`src/asd_regs.svh`:
```
// Constants for the serial command decoder of the converter.
`ifndef ASD_REGS_SVH
`define ASD_REGS_SVH
// Full opcodes that are decoded on all eight bits.
`define ASD_OP_IDLE 8'h00
`define ASD_OP_SYS_OFS_CAL 8'h16
`define ASD_OP_SYS_GAIN_CAL 8'h17
`define ASD_OP_SELF_OFS_CAL 8'h19
// Opcodes whose least significant bit is a don't care, kept as the upper seven bits.
`define ASD_OP7_EXIT_SLEEP 7'h01
`define ASD_OP7_SLEEP 7'h02
`define ASD_OP7_RESET 7'h03
`define ASD_OP7_START 7'h04
`define ASD_OP7_STOP 7'h05
`define ASD_OP7_READ_DATA 7'h09
// Three-bit prefixes of the multibyte register commands.
`define ASD_OP3_REG_READ 3'h1
`define ASD_OP3_REG_WRITE 3'h2
// Highest implemented register address; the map itself lives outside.
`define ASD_LAST_REG 5'h11
// Bit index of the last bit of a byte, and of the seventh bit.
`define ASD_BIT_LAST 3'h7
`define ASD_BIT_SEVENTH 3'h6
// Conversion result bytes beyond the first one.
`define ASD_DATA_EXTRA 5'h02
// Power-down entry delay after the seventh falling edge, in master clocks.
`define ASD_SLEEP_TCLK 2
`define ASD_SLEEP_CYC 2'(`ASD_SLEEP_TCLK)
// Serial timeout window, in master clocks (two to the fifteenth).
`define ASD_TIMEOUT_TCLK 32768
// Reset levels of the synchronised pins: cs_n and reset pin idle high.
`define ASD_PIN_RST 5'h11
`endif

```
`src/asd_pkg.sv`:
```
// Types shared by the serial command decoder files.
package asd_pkg;
	// Converter operating mode, one-hot.
	typedef enum logic [4:0] {
		ASD_MD_STANDBY = 5'h01,
		ASD_MD_CONVERT = 5'h02,
		ASD_MD_STOPPING = 5'h04,
		ASD_MD_SLEEPW = 5'h08,
		ASD_MD_PD = 5'h10
	} asd_mode_e;
	// Serial transfer phase, one-hot.
	typedef enum logic [4:0] {
		ASD_SP_CMD = 5'h01,
		ASD_SP_CNT = 5'h02,
		ASD_SP_RDOUT = 5'h04,
		ASD_SP_WDATA = 5'h08,
		ASD_SP_DATA = 5'h10
	} asd_xfer_e;
	// Kind of calibration in progress.
	typedef enum logic [1:0] {
		ASD_CAL_SYS_OFS = 2'h0,
		ASD_CAL_SYS_GAIN = 2'h1,
		ASD_CAL_SELF_OFS = 2'h2
	} asd_cal_e;
endpackage : asd_pkg

```
`src/asd_sync.sv`:
```
// Three-stage pin synchroniser with agreement filter.
`timescale 1ns/100ps
module asd_sync #(
	parameter int W = 5,
	parameter logic [W-1:0] RST_VAL = '0
) (
	input wire logic clk,
	input wire logic sys_rst,
	input wire logic clk_en,
	input wire logic [W-1:0] d,
	output logic [W-1:0] q
);
	genvar gi;
	// Each pin gets its own chain; only the second stage reads the first.
	generate
		for (gi = 0; gi < W; gi++) begin : g_bit
			logic s1_q;
			logic s2_q;
			logic s3_q;
			// A change is accepted once the second and third stages agree.
			always_ff @(posedge clk) begin
				if (sys_rst) begin
					s1_q <= RST_VAL[gi];
					s2_q <= RST_VAL[gi];
					s3_q <= RST_VAL[gi];
					q[gi] <= RST_VAL[gi];
				end else if (clk_en) begin
					s1_q <= d[gi];
					s2_q <= s1_q;
					s3_q <= s2_q;
					if (s2_q == s3_q) begin
						q[gi] <= s3_q;
					end
				end
			end
		end
	endgenerate
endmodule : asd_sync

```
`src/asd_decoder.sv`:
```
// Serial command decoder of the delta-sigma converter, on the master clock.
// Behaviour
// - All-zero opcode is idle, changes nothing.
// - Exit-sleep leaves power-down into standby.
// - Sleep aborts conversion, powers down after delay.
// - Power-down accepts only reads and exit-sleep.
// - Reset clears filter, defaults registers, standby.
// - Reset command selects internal oscillator.
// - Start converts continuously, or once single-shot.
// - Start ignored when start pin high or converting.
// - Stop ends after current conversion; single-shot ignores.
// - Three calibrations update correction registers on completion.
// - Read-data returns result from holding buffer.
// - Register read: address byte, count byte, MSB first.
// - Register read past map returns zero bytes.
// - Register transfer blocks loading new results.
// - Register transfer blocks commands until ended.
// - Register write: address, count, consecutive data bytes.
// - Register write past map discards data.
// - Chip select high aborts the current command.
// - Capture on falling, change on rising sclk.
// - Chip select high resets interface, floats output.
// - Timeout resets interface when enabled.
`timescale 1ns/100ps
`include "asd_regs.svh"
module asd_decoder #(
	parameter int TIMEOUT_CYC = `ASD_TIMEOUT_TCLK // Serial timeout in master clocks.
) (
	input wire logic clk, // Master clock, 100 MHz.
	input wire logic sys_rst, // Synchronous reset, active high.
	input wire logic clk_en, // Freezes all state while low.
	input wire logic cs_n_pin, // Chip select pin, active low.
	input wire logic sclk_pin, // Serial clock pin.
	input wire logic din_pin, // Serial data in pin.
	input wire logic start_pin, // Start/sync pin.
	input wire logic rst_pin_n, // Reset pin, active low.
	input wire logic cfg_single_shot, // Single-shot conversion mode from config.
	input wire logic cfg_timeout_en, // Serial timeout enable from config.
	input wire logic conv_done, // One-cycle pulse: a conversion finished.
	input wire logic [23:0] result_data, // Result that goes with conv_done.
	input wire logic cal_done, // One-cycle pulse: calibration finished.
	input wire logic [7:0] reg_rdata, // Register map data at reg_addr_q.
	output logic dout_q, // Serial data out.
	output logic dout_oe_q, // Output enable of the serial data pin.
	output logic [4:0] reg_addr_q, // Register map address.
	output logic [7:0] reg_wdata_q, // Register map write data.
	output logic reg_we_q, // Register map write strobe.
	output logic converting_q, // Conversions running.
	output logic powered_down_q, // Power-down mode.
	output logic conv_start_q, // Pulse: start conversions.
	output logic conv_abort_q, // Pulse: abort running conversion.
	output logic filter_clr_q, // Pulse: clear digital filter.
	output logic cfg_default_q, // Pulse: registers to defaults.
	output logic int_osc_sel_q, // Pulse: select internal oscillator.
	output logic cal_start_q, // Pulse: start calibration.
	output asd_pkg::asd_cal_e cal_kind_q, // Kind of calibration.
	output logic inputs_short_q, // Inputs shorted internally.
	output logic offset_correction_upd_q, // Pulse: update offset correction.
	output logic fullscale_correction_upd_q, // Pulse: update full-scale correction.
	output logic shift_load_block_q // Results kept out of the shift register.
);
	logic [4:0] pins; // Filtered pin levels.
	logic s_cs_n, s_sclk, s_din, s_start, s_rstp;
	logic sclk_prev_q; // Previous filtered sclk level.
	logic [2:0] bit_cnt_q; // Bit position within the byte.
	logic [6:0] sh_q; // Received bits so far.
	logic [7:0] op; // Byte completed by the current falling edge.
	logic fall, rise, act, bdone, abort, tmo_fire;
	asd_pkg::asd_xfer_e sp_q; // Transfer phase.
	asd_pkg::asd_mode_e md_q; // Operating mode.
	logic wr_q; // Multibyte command is a write.
	logic [4:0] start_q; // Start address of register transfer.
	logic [4:0] left_q; // Bytes left after the current one.
	logic oor_q; // Address has run past the map.
	logic adv_q; // Advance the address next cycle.
	logic load_q; // Load next register byte for output.
	logic [23:0] tx_q; // Output shift register.
	logic [23:0] hold_q; // Result holding buffer.
	logic [1:0] slp_cnt_q; // Power-down entry delay.
	logic cal_busy_q; // Calibration running.
	logic [15:0] tmo_cnt_q; // Timeout counter.
	logic cmd_done, go, pd, sleep_hit;
	logic is_idle, is_wake, is_reset, is_start, is_stop, is_rdata, is_register_read_cmd, is_register_write_cmd, is_cal;

	// Every pin is foreign to the master clock, so all pass the filter.
	asd_sync #(.W(5), .RST_VAL(`ASD_PIN_RST)) u_sync (
		.clk(clk),
		.sys_rst(sys_rst),
		.clk_en(clk_en),
		.d({rst_pin_n, start_pin, din_pin, sclk_pin, cs_n_pin}),
		.q(pins)
	);
	assign s_cs_n = pins[0];
	assign s_sclk = pins[1];
	assign s_din = pins[2];
	assign s_start = pins[3];
	assign s_rstp = pins[4];

	// Edges of the sampled serial clock; a frame exists only under chip select.
	assign act = ~s_cs_n;
	assign fall = act & sclk_prev_q & ~s_sclk;
	assign rise = act & ~sclk_prev_q & s_sclk;
	assign bdone = fall & (bit_cnt_q == `ASD_BIT_LAST);
	assign op = {sh_q, s_din};
	assign abort = s_cs_n | ~s_rstp | tmo_fire;

	// Opcode classes; the don't-care bit is dropped where it exists.
	assign is_idle = (op == `ASD_OP_IDLE);
	assign is_wake = (op[7:1] == `ASD_OP7_EXIT_SLEEP);
	assign is_reset = (op[7:1] == `ASD_OP7_RESET);
	assign is_start = (op[7:1] == `ASD_OP7_START);
	assign is_stop = (op[7:1] == `ASD_OP7_STOP);
	assign is_rdata = (op[7:1] == `ASD_OP7_READ_DATA);
	assign is_register_read_cmd = (op[7:5] == `ASD_OP3_REG_READ);
	assign is_register_write_cmd = (op[7:5] == `ASD_OP3_REG_WRITE);
	assign is_cal = (op == `ASD_OP_SYS_OFS_CAL) | (op == `ASD_OP_SYS_GAIN_CAL) | (op == `ASD_OP_SELF_OFS_CAL);
	assign pd = (md_q == asd_pkg::ASD_MD_PD);
	assign cmd_done = bdone & (sp_q == asd_pkg::ASD_SP_CMD);
	assign go = cmd_done & (~pd | is_register_read_cmd | is_rdata | is_wake);
	assign sleep_hit = fall & (bit_cnt_q == `ASD_BIT_SEVENTH) & (sp_q == asd_pkg::ASD_SP_CMD)
		& ({sh_q[5:0], s_din} == `ASD_OP7_SLEEP) & ~pd & (md_q != asd_pkg::ASD_MD_SLEEPW);
	assign tmo_fire = cfg_timeout_en & act & (tmo_cnt_q == 16'(TIMEOUT_CYC - 1));

	// Bit capture; the interface restarts at a byte boundary after any abort.
	always_ff @(posedge clk) begin
		if (sys_rst) begin
			sclk_prev_q <= 1'b0;
			bit_cnt_q <= '0;
			sh_q <= '0;
		end else if (clk_en) begin
			sclk_prev_q <= s_sclk;
			if (abort) begin
				bit_cnt_q <= '0;
				sh_q <= '0;
			end else if (fall) begin
				bit_cnt_q <= bit_cnt_q + 3'h1;
				sh_q <= op[6:0];
			end
		end
	end

	// Transfer phases of the multibyte commands.
	always_ff @(posedge clk) begin
		if (sys_rst) begin
			sp_q <= asd_pkg::ASD_SP_CMD;
			wr_q <= 1'b0;
			start_q <= '0;
			left_q <= '0;
			oor_q <= 1'b0;
			adv_q <= 1'b0;
			load_q <= 1'b0;
			reg_addr_q <= '0;
			reg_wdata_q <= '0;
			reg_we_q <= 1'b0;
		end else if (clk_en) begin
			reg_we_q <= 1'b0;
			adv_q <= 1'b0;
			load_q <= 1'b0;
			if (abort) begin
				sp_q <= asd_pkg::ASD_SP_CMD;
			end else if (adv_q) begin
				if (reg_addr_q == `ASD_LAST_REG) begin
					oor_q <= 1'b1;
				end else begin
					reg_addr_q <= reg_addr_q + 5'h01;
				end
				load_q <= (sp_q == asd_pkg::ASD_SP_RDOUT);
			end else if (bdone) begin
				unique case (sp_q)
					asd_pkg::ASD_SP_CMD: begin
						if (go && (is_register_read_cmd || is_register_write_cmd)) begin
							sp_q <= asd_pkg::ASD_SP_CNT;
							wr_q <= is_register_write_cmd;
							start_q <= op[4:0];
						end else if (go && is_rdata) begin
							sp_q <= asd_pkg::ASD_SP_DATA;
							left_q <= `ASD_DATA_EXTRA;
						end
					end
					asd_pkg::ASD_SP_CNT: begin
						left_q <= op[4:0];
						reg_addr_q <= start_q;
						oor_q <= 1'b0;
						sp_q <= wr_q ? asd_pkg::ASD_SP_WDATA : asd_pkg::ASD_SP_RDOUT;
						load_q <= ~wr_q;
					end
					asd_pkg::ASD_SP_WDATA: begin
						reg_we_q <= ~oor_q;
						reg_wdata_q <= op;
						adv_q <= (left_q != 5'h00);
					end
					default: begin
						// Both read phases count the bytes that went out; only the register read-out also advances the address.
						adv_q <= (left_q != 5'h00) && (sp_q == asd_pkg::ASD_SP_RDOUT);
					end
				endcase
				if (sp_q != asd_pkg::ASD_SP_CMD && sp_q != asd_pkg::ASD_SP_CNT) begin
					if (left_q == 5'h00) begin
						sp_q <= asd_pkg::ASD_SP_CMD;
					end else begin
						left_q <= left_q - 5'h01;
					end
				end
			end
		end
	end

	// Output shifter: loads between bytes, shifts on rising sclk edges.
	always_ff @(posedge clk) begin
		if (sys_rst) begin
			tx_q <= '0;
			dout_q <= 1'b0;
			dout_oe_q <= 1'b0;
		end else if (clk_en) begin
			dout_oe_q <= act;
			if (abort) begin
				tx_q <= '0;
				dout_q <= 1'b0;
			end else if (go && is_rdata) begin
				tx_q <= hold_q;
			end else if (load_q) begin
				// zero byte when out of range
				tx_q <= {(oor_q ? 8'h00 : reg_rdata), 16'h0000};
			end else if (rise) begin
				dout_q <= tx_q[23];
				tx_q <= {tx_q[22:0], 1'b0};
			end
		end
	end

	// The holding buffer always takes new results, so nothing is lost.
	always_ff @(posedge clk) begin
		if (sys_rst) begin
			hold_q <= '0;
			shift_load_block_q <= 1'b0;
		end else if (clk_en) begin
			if (conv_done) begin
				hold_q <= result_data;
			end
			shift_load_block_q <= (sp_q == asd_pkg::ASD_SP_CNT) | (sp_q == asd_pkg::ASD_SP_RDOUT)
				| (sp_q == asd_pkg::ASD_SP_WDATA);
		end
	end

	// Operating mode. Undefined opcodes fall through every branch untouched.
	// undefined opcodes ignored
	always_ff @(posedge clk) begin
		if (sys_rst) begin
			md_q <= asd_pkg::ASD_MD_STANDBY;
			slp_cnt_q <= '0;
			conv_start_q <= 1'b0;
			conv_abort_q <= 1'b0;
			filter_clr_q <= 1'b0;
			cfg_default_q <= 1'b0;
			int_osc_sel_q <= 1'b0;
		end else if (clk_en) begin
			conv_start_q <= 1'b0;
			conv_abort_q <= 1'b0;
			filter_clr_q <= 1'b0;
			cfg_default_q <= 1'b0;
			int_osc_sel_q <= 1'b0;
			if (!s_rstp) begin
				// The reset pin behaves like the reset command.
				md_q <= asd_pkg::ASD_MD_STANDBY;
				filter_clr_q <= 1'b1;
				cfg_default_q <= 1'b1;
				int_osc_sel_q <= 1'b1;
			end else if (sleep_hit) begin
				md_q <= asd_pkg::ASD_MD_SLEEPW;
				slp_cnt_q <= `ASD_SLEEP_CYC;
				conv_abort_q <= converting_q;
			end else if (go && !is_idle) begin
				if (is_wake && pd) begin
					md_q <= asd_pkg::ASD_MD_STANDBY;
				end else if (is_reset) begin
					md_q <= asd_pkg::ASD_MD_STANDBY;
					filter_clr_q <= 1'b1;
					cfg_default_q <= 1'b1;
					int_osc_sel_q <= 1'b1;
				end else if (is_start && !s_start && md_q == asd_pkg::ASD_MD_STANDBY) begin
					md_q <= asd_pkg::ASD_MD_CONVERT;
					conv_start_q <= 1'b1;
				end else if (is_stop && !cfg_single_shot && md_q == asd_pkg::ASD_MD_CONVERT) begin
					md_q <= asd_pkg::ASD_MD_STOPPING;
				end
			end else begin
				unique case (md_q)
					asd_pkg::ASD_MD_SLEEPW: begin
						if (slp_cnt_q == 2'h1) begin
							md_q <= asd_pkg::ASD_MD_PD;
						end else begin
							slp_cnt_q <= slp_cnt_q - 2'h1;
						end
					end
					asd_pkg::ASD_MD_CONVERT: begin
						if (conv_done && cfg_single_shot) begin
							md_q <= asd_pkg::ASD_MD_STANDBY;
						end
					end
					asd_pkg::ASD_MD_STOPPING: begin
						if (conv_done) begin
							md_q <= asd_pkg::ASD_MD_STANDBY;
						end
					end
					asd_pkg::ASD_MD_STANDBY, asd_pkg::ASD_MD_PD: begin
						md_q <= md_q;
					end
					default: begin
						md_q <= asd_pkg::ASD_MD_STANDBY;
					end
				endcase
			end
		end
	end

	// Mode flags are registered once more so the outputs come from flip-flops.
	always_ff @(posedge clk) begin
		if (sys_rst) begin
			converting_q <= 1'b0;
			powered_down_q <= 1'b0;
		end else if (clk_en) begin
			converting_q <= (md_q == asd_pkg::ASD_MD_CONVERT) | (md_q == asd_pkg::ASD_MD_STOPPING);
			powered_down_q <= pd;
		end
	end

	// Calibration; the host is trusted to supply the input condition.
	always_ff @(posedge clk) begin
		if (sys_rst) begin
			cal_busy_q <= 1'b0;
			cal_start_q <= 1'b0;
			cal_kind_q <= asd_pkg::ASD_CAL_SYS_OFS;
			inputs_short_q <= 1'b0;
			offset_correction_upd_q <= 1'b0;
			fullscale_correction_upd_q <= 1'b0;
		end else if (clk_en) begin
			cal_start_q <= 1'b0;
			offset_correction_upd_q <= 1'b0;
			fullscale_correction_upd_q <= 1'b0;
			if (go && is_cal && md_q == asd_pkg::ASD_MD_CONVERT && !cal_busy_q) begin
				cal_busy_q <= 1'b1;
				cal_start_q <= 1'b1;
				cal_kind_q <= (op == `ASD_OP_SYS_OFS_CAL) ? asd_pkg::ASD_CAL_SYS_OFS :
					(op == `ASD_OP_SYS_GAIN_CAL) ? asd_pkg::ASD_CAL_SYS_GAIN : asd_pkg::ASD_CAL_SELF_OFS;
				inputs_short_q <= (op == `ASD_OP_SELF_OFS_CAL);
			end else if (cal_done && cal_busy_q) begin
				cal_busy_q <= 1'b0;
				inputs_short_q <= 1'b0;
				offset_correction_upd_q <= (cal_kind_q != asd_pkg::ASD_CAL_SYS_GAIN);
				fullscale_correction_upd_q <= (cal_kind_q == asd_pkg::ASD_CAL_SYS_GAIN);
			end
		end
	end

	// Timeout counter; restarted by every complete byte.
	always_ff @(posedge clk) begin
		if (sys_rst) begin
			tmo_cnt_q <= '0;
		end else if (clk_en) begin
			if (!cfg_timeout_en || !act || bdone || tmo_fire) begin
				tmo_cnt_q <= '0;
			end else begin
				tmo_cnt_q <= tmo_cnt_q + 16'h0001;
			end
		end
	end
endmodule : asd_decoder

```
`config.mk`:
```
export PLATFORM = sky130hd
export DESIGN_NAME = asd_decoder
export DESIGN_NICKNAME = d
export VERILOG_FILES = /design/src/asd_pkg.sv /design/src/asd_sync.sv /design/src/asd_decoder.sv
export VERILOG_INCLUDE_DIRS = /design/src
export SDC_FILE = /design/constraint.sdc
export NUM_CORES = 1
export LEC_CHECK = 0
export ABC_AREA = 1
export BUFFER_PORTS_ARGS = -buffer_cell sky130_fd_sc_hd__buf_4
export CELL_PAD_IN_SITES_DETAIL_PLACEMENT = 0
export CELL_PAD_IN_SITES_GLOBAL_PLACEMENT = 2
export CORE_UTILIZATION = 25
export DETAILED_ROUTE_END_ITERATION = 7
export GPL_ROUTABILITY_DRIVEN = 0
export PLACE_DENSITY = 0.66
export SKIP_CTS_REPAIR_TIMING = 1
export SYNTH_ARGS = -nofsm -noshare
export SYNTH_HDL_FRONTEND = slang
export SYNTH_SLANG_ARGS = --single-unit
```
`constraint.sdc`:
```
create_clock -name clk -period 1.9 [get_ports clk]
set_input_delay 0.38 -clock clk [delete_from_list [all_inputs] [get_ports clk]]
set_output_delay 0.38 -clock clk [all_outputs]
set_load 0.005 [all_outputs]
```
# --- After elaboration in Yosys (flattened, before gate mapping) ---
# Cells that the tools add are included.
totals:
  output_inout_bits: 30
  register_bits: 150
  in_bits: 44
  elab_cells: 279
op_classes:
  n_bitwise: 33
  addsub: 5
  n_eq_ne: 47
  reduce_logical: 56
  muxes: 86
op_table:
  columns: ["op", "n"]
  rows:
  - ["2-to-1 mux 5 bit", 25]
  - ["2-to-1 mux 24 bit", 4]
  - ["2-to-1 mux 1 bit", 40]
  - ["equality test 8 x 5 -> 1 bit (second input constant)", 3]
  - ["case mux 5 bit (2 select lines)", 2]
  - ["case mux 5 bit (4 select lines)", 1]
  - ["AND reduction 2 bit", 10]
  - ["AND reduction 5 bit", 4]
  - ["adder 16 x 1 -> 16 bit (second input constant)", 1]
  - ["equality test 16 x 15 -> 1 bit (second input constant)", 1]
  - ["2-to-1 mux 16 bit", 1]
  - ["logical AND 1 bit", 15]
  - ["inequality test 5 bit (second input constant)", 3]
  - ["AND 1 bit", 14]
  - ["equality test 7 x 2 -> 1 bit (second input constant)", 2]
  - ["equality test 7 x 3 -> 1 bit (second input constant)", 2]
  - ["2-to-1 mux 7 bit", 2]
  - ["nonzero test 2 bit", 7]
  - ["2-to-1 mux 2 bit", 6]
  - ["inequality test 2 bit (second input constant)", 6]
  - ["AND reduction 6 bit", 2]
  - ["equality test 5 x 1 -> 1 bit (second input constant)", 2]
  - ["equality test 5 x 2 -> 1 bit (second input constant)", 2]
  - ["equality test 5 x 3 -> 1 bit (second input constant)", 2]
  - ["34 further kinds", 70]

# --- Logic depth before layout (Yosys ltp) ---
logic_depth:
  depth_word: 15
  depth_mapped: 14
  ltp_nobuf: 13

# --- By module ---
# Synthesis repeated with hierarchy kept, for this count alone.
unflattened:
  cells_unflattened: 1077
  area_unflattened_um2: 7534.7
modules_own_cells:
  columns: ["mod", "seq_area_each_um2", "area_each_um2", "instances", "cells_each"]
  rows:
  - ["asd_decoder", 2602.5, 6695.2, 1, 979]
  - ["asd_sync", 400.4, 839.6, 1, 98]

# --- Least setup slack after synthesis ---
# Ideal clock, no wire load.
synth_timing:
  path_kind: "reg2reg"
  startpoint: "reg bit_cnt_q[0]"
  endpoint: "reg left_q[0]"
  slack_ns: 0.216
  required_ns: 1.778
  t_arrival_ns: 1.563
  stages_incl_launch_ff: 11
  synth_period_minus_slack_ns: 1.684
  path_cell_list: "dfxtp_1 ha_1 ha_1 nand2_2 nor2_4 nand4_2 buf_4 nand2_1 nand2_1 o21ai_0 a21oi_1"
synth_via:
  elab_chain_cells: 10
  elab_cells_between_ends: 12
  cone_classes: "eq/ne: 1; mux: 5; bitwise: 3; reduce/logical: 3"
synth_lines:
  columns: ["item", "line_no", "source"]
  rows:
  - ["start: declaration", "asd_decoder.sv:65", "logic [2:0] bit_cnt_q;"]
  - ["start signal: assignment", "asd_decoder.sv:136", "bit_cnt_q <= bit_cnt_q + 3'h1;"]
  - ["equality test 3 bit (no line) (*)", null, null]
  - ["AND 1 bit (*)", "asd_decoder.sv:103", "assign bdone = fall & (bit_cnt_q == `ASD_BIT_LAST);"]
  - ["AND 1 bit", "asd_decoder.sv:118", "assign cmd_done = bdone & (sp_q == asd_pkg::ASD_SP_CMD);"]
  - ["AND 1 bit", "asd_decoder.sv:119", "assign go = cmd_done & (~pd | is_register_read_cmd | is_rdata | is_wake);"]
  - ["logical AND 1 bit", "asd_decoder.sv:175", "end else if (go && is_rdata) begin"]
  - ["2-to-1 mux 5 bit", "asd_decoder.sv:175", null]
  - ["2-to-1 mux 5 bit", "asd_decoder.sv:171", "if (go && (is_register_read_cmd || is_register_write_cmd)) begin"]
  - ["case mux 5 bit (2 select lines)", "asd_decoder.sv:169", "unique case (sp_q)"]
  - ["2-to-1 mux 5 bit", "asd_decoder.sv:198", "if (left_q == 5'h00) begin"]
  - ["2-to-1 mux 5 bit", "asd_decoder.sv:197", "if (sp_q != asd_pkg::ASD_SP_CMD && sp_q != asd_pkg::ASD_SP_CNT) begin"]
  - ["end signal: assignment", "asd_decoder.sv:177", "left_q <= `ASD_DATA_EXTRA;"]
  - ["end signal: assignment", "asd_decoder.sv:181", "left_q <= op[4:0];"]
  - ["end signal: assignment", "asd_decoder.sv:201", "left_q <= left_q - 5'h01;"]
  - ["end: declaration", "asd_decoder.sv:73", "logic [4:0] left_q;"]
# Mark *: on every way between the ends. The rest lies on a longest branch, timed or not.
# A chain may end at the register's enable or synchronous reset.

# --- Worst setup path after layout ---
layout_timing:
  startpoint: "reg sclk_prev_q"
  endpoint: "reg tx_q[17]"
layout_via:
  elab_chain_cells: 8
  elab_cells_between_ends: 13
  cone_classes: "mux: 2; bitwise: 8; reduce/logical: 3"
layout_lines:
  columns: ["item", "line_no", "source"]
  rows:
  - ["start: declaration", "asd_decoder.sv:64", "logic sclk_prev_q;"]
  - ["start signal: assignment", "asd_decoder.sv:131", "sclk_prev_q <= s_sclk;"]
  - ["AND 1 bit (2 in series)", "asd_decoder.sv:101", "assign fall = act & sclk_prev_q & ~s_sclk;"]
  - ["AND 1 bit", "asd_decoder.sv:103", null]
  - ["AND 1 bit", "asd_decoder.sv:118", null]
  - ["AND 1 bit", "asd_decoder.sv:119", null]
  - ["logical AND 1 bit", "asd_decoder.sv:219", "end else if (go && is_rdata) begin"]
  - ["nonzero test 4 bit (no line) or 2-to-1 mux 24 bit (tied branches)", null, null]
  - ["AND reduction 2 bit (no line) or 2-to-1 mux 24 bit (tied branches)", null, null]
  - ["end signal: assignment", "asd_decoder.sv:220", "tx_q <= hold_q;"]
  - ["end signal: assignment", "asd_decoder.sv:223", "tx_q <= {(oor_q ? 8'h00 : reg_rdata), 16'h0000};"]
  - ["end signal: assignment", "asd_decoder.sv:226", "tx_q <= {tx_q[22:0], 1'b0};"]
  - ["end: declaration", "asd_decoder.sv:77", "logic [23:0] tx_q;"]
# Parallel ways exist; a longest one is shown, timed or not.

==> results.cfg <==
[clock_tree]
numCtsBuffers = 17
clockBufferDepth = 2
cts_tree = done
clk_latency_ps = 430
clk_pin_slew_ps = 60
cts_max_level = 4
cts_sinks = 150
cts-root-buf = clkbuf_16

[floorplan]
io_pins = 74
fp.dieH_um = 172
die_w_um = 172
die_area_um2 = 29500
initial_utilization = 0.257
coreArea_um2 = 28100
num_rows = 61

[yosys]
netlist_top_cells_count = nand2_1 (187), dfxtp_1 (150), nor2_1 (125)
synth_top_area_cell = dfxtp_1
synth_seq_cells = 150
yosys-top-cells-area = dfxtp_1 (42%), nand2_1 (9.7%), o21ai_0 (6.9%)
synthesis.nets = 1048
syn_area_per_cell_um2 = 7.24
async_flop_share = 0
ys_warn_count = 0
ys_dominant_reg_cell = dfxtp_1
synth-edff-count = 0
synth_most_common_cell = nand2_1
synth.cell_area_um2 = 7210
synth.top_cell.area_share = 0.416
yosysUniqueCellTypes = 48
syn_inst = 996
yosysSeqAreaShare = 0.416

[detailed_routing]
post_drt_via_cell_ratio = 4.47
wl_per_cell_um = 14.5
ant_nets = 0
wirelength_met1_um = 11000
wl_met2_um = 10200
drc_errors = 0
wl_um = 22100
vias = 6787
drt-initial-drc-count = 422
dr.pass1.iters = 4
highest_layer = met4
wl_met3_um = 718

[grt]
antenna_found_initial = 0
grt_max_degree = 61
grt_usage = 0.154
grt_pass1_vias = 6714
grt_overflow = 0
grt_pass1_wl_um = 35400

[placed_design]
preCtsSetupSlack_ps = -97.1
dp_hpwl_um = 15400
port_buffers = 73

[min_path]
holdPathEnd = u_sync.g_bit[4].s1_q$_SDFFE_PP1P_
hp-start = rst_pin_n
hp-class = input port to register
hold_depth = 3

[timing]
relSlewSlack = 0.669
period_share = 1.01
tightest_slew_ps = 493
setup_violations = 2
fin_skew_ps = 9.53
setup_ws_ps = -11.1
finalHoldViolCount = 0
rsz0062_at_grt = true
holdWs_ps = 163
timing.fmax_mhz = 523
finalCriticalPeriod_ps = 1910
drv_slew = 0

[run]
drv_cap = 0

[setup_path]
critPathArrivalTime_ps = 2270
start_kind = register
timing.rr.start = sclk_prev_q$_SDFFE_PP0P_
required_ps = 2260
crit_type = register to register
reg2reg_depth = 12
rr_endpoint = tx_q[17]$_SDFFE_PP0P_
endpoint_kind = register
cp_max_fo = 9
r2r_slack_ps = -10

[layout]
antenna_cells = 0
drive_above_1_share = 0.280
area_delta_synth_final_pct = 35.0
layout.nets = 1182
filler_cell_count = 3130

[pwr]
powerDensity_nw_per_um2 = 824
power.leakage_nw = 3.76
p_seq_frac = 0.414
power.share.switching = 0.245
pwr-share-clk = 0.473
vdd_drop_max_v = 0.000488
combPwrFrac = 0.113
power.switching_mw = 1.97
p_int_mw = 6.06

[outcome]
status = finished, violations left
violations = negative setup slack
[critical path, stage by stage, from the launching register on]
cell and delay (ps):
dfxtp_2 340, inv_2 40, nor3_4 240, nand2_2 110, nor2_4 200, nand2_4 100
nor2_8 170, buf_6 120, buf_12 120, nand2_1 70, a21oi_2 160, nand2_1 60
a21oi_1 110
[flip-flops by register name, indices dropped and copies added (netlist names), 2 cells and up]
register and count:
bit_cnt_q 3, cal_kind_q 2, hold_q 24, left_q 5, md_q 5, reg_addr_q 5
reg_wdata_q 8, sh_q 7, slp_cnt_q 2, sp_q 5, start_q 5, tmo_cnt_q 16
tx_q 24, u_sync.g_bit.s1_q 5, u_sync.g_bit.s2_q 5, u_sync.g_bit.s3_q 5, u_sync.q 5
[area by class of cell]
type	instances	area, µm²	share of cell area
clock buffer	23	478	0.0491
sequential	150	3020	0.310
multi-input combinational	715	3870	0.397
inverter	80	312	0.0320
timing repair buffer	166	1420	0.146
clock inverter	8	169	0.0173
tap	378	473	0.0486
[per-layer routing]
| metal | up-vias | GRT usage |
|---|---|---|
| met3 | 12 | 0.0320 |
| met1 | 3111 | 0.206 |
| met5 | - | 0 |
| li1 | 3577 | - |
| met2 | 87 | 0.251 |
| met4 | 0 | 0.0439 |
[worst max path at each step]
stage	start	endpoint	slack, ps	depth (start not counted)
2_1_floorplan	bit_cnt_q[0]$_SDFFE_PP0P_	left_q[0]$_SDFFE_PP0P_	220	10
6_report	sclk_prev_q$_SDFFE_PP0P_	tx_q[17]$_SDFFE_PP0P_	-10	12
4_1_cts	u_sync.q[0]$_SDFFE_PP1P_	tx_q[0]$_SDFFE_PP0P_	-100	10
3_5_place_dp	u_sync.q[0]$_SDFFE_PP1P_	tx_q[0]$_SDFFE_PP0P_	-100	10
3_3_place_gp	clk_en	slp_cnt_q[1]$_SDFFE_PP0P_	-190	6
5_1_grt	sclk_prev_q$_SDFFE_PP0P_	tx_q[0]$_SDFFE_PP0P_	-150	12
[layout by cell type (no fill, tap or decap), drive strengths merged, types with 2 or more instances in the layout]
master / n
nand2: 198
buf: 164
dfxtp: 150
nor2: 140
a21oi: 110
o21ai: 107
inv: 76
nand3: 75
clkbuf: 25
nor3: 20
nand4: 19
ha: 8
clkinv: 6
xnor2: 5
a31oi: 5
bufinv: 5
o211ai: 4
a211oi: 4
nor3b: 3
or2: 3
o21a: 2
xor2: 2
nor4: 2
[cell families (layout without fill, tap and decap cells)]
kind of cell	Yosys count	in the layout	synth area share
AND/OR/NAND/NOR	462	462	0.302
AO/OA/AOI/OAI	238	238	0.180
flip-flops	150	150	0.416
buffers and inverters	131	277	0.0800
adder cells (fa/ha/maj)	8	8	0.0139
XOR/XNOR	7	7	0.00850
[metrics by stage]
stage                     area (µm²)  cells  TNS (ps)  power, mW  utilization
after floorplan                 7210    996         0       3.89            -
after global placement          8600   1467     -1070       4.23        0.306
after detailed placement        8600   1467     -1930       4.22        0.306
after CTS                       9250   1498     -2530       8.09        0.329
after global routing            9740   1520     -3550       8.39        0.347
final                           9740   1520     -13.6       8.03        0.347
[power groups by stage]
stage	clock network, mW	logic [mW]	registers, mW
floorplan	0	0.517	3.38
global placement	0	0.840	3.39
detailed placement	0	0.831	3.39
CTS	3.93	0.838	3.32
global route	4.04	1.02	3.33
finish	3.80	0.905	3.32
Power figures use the tool's default switching activity.
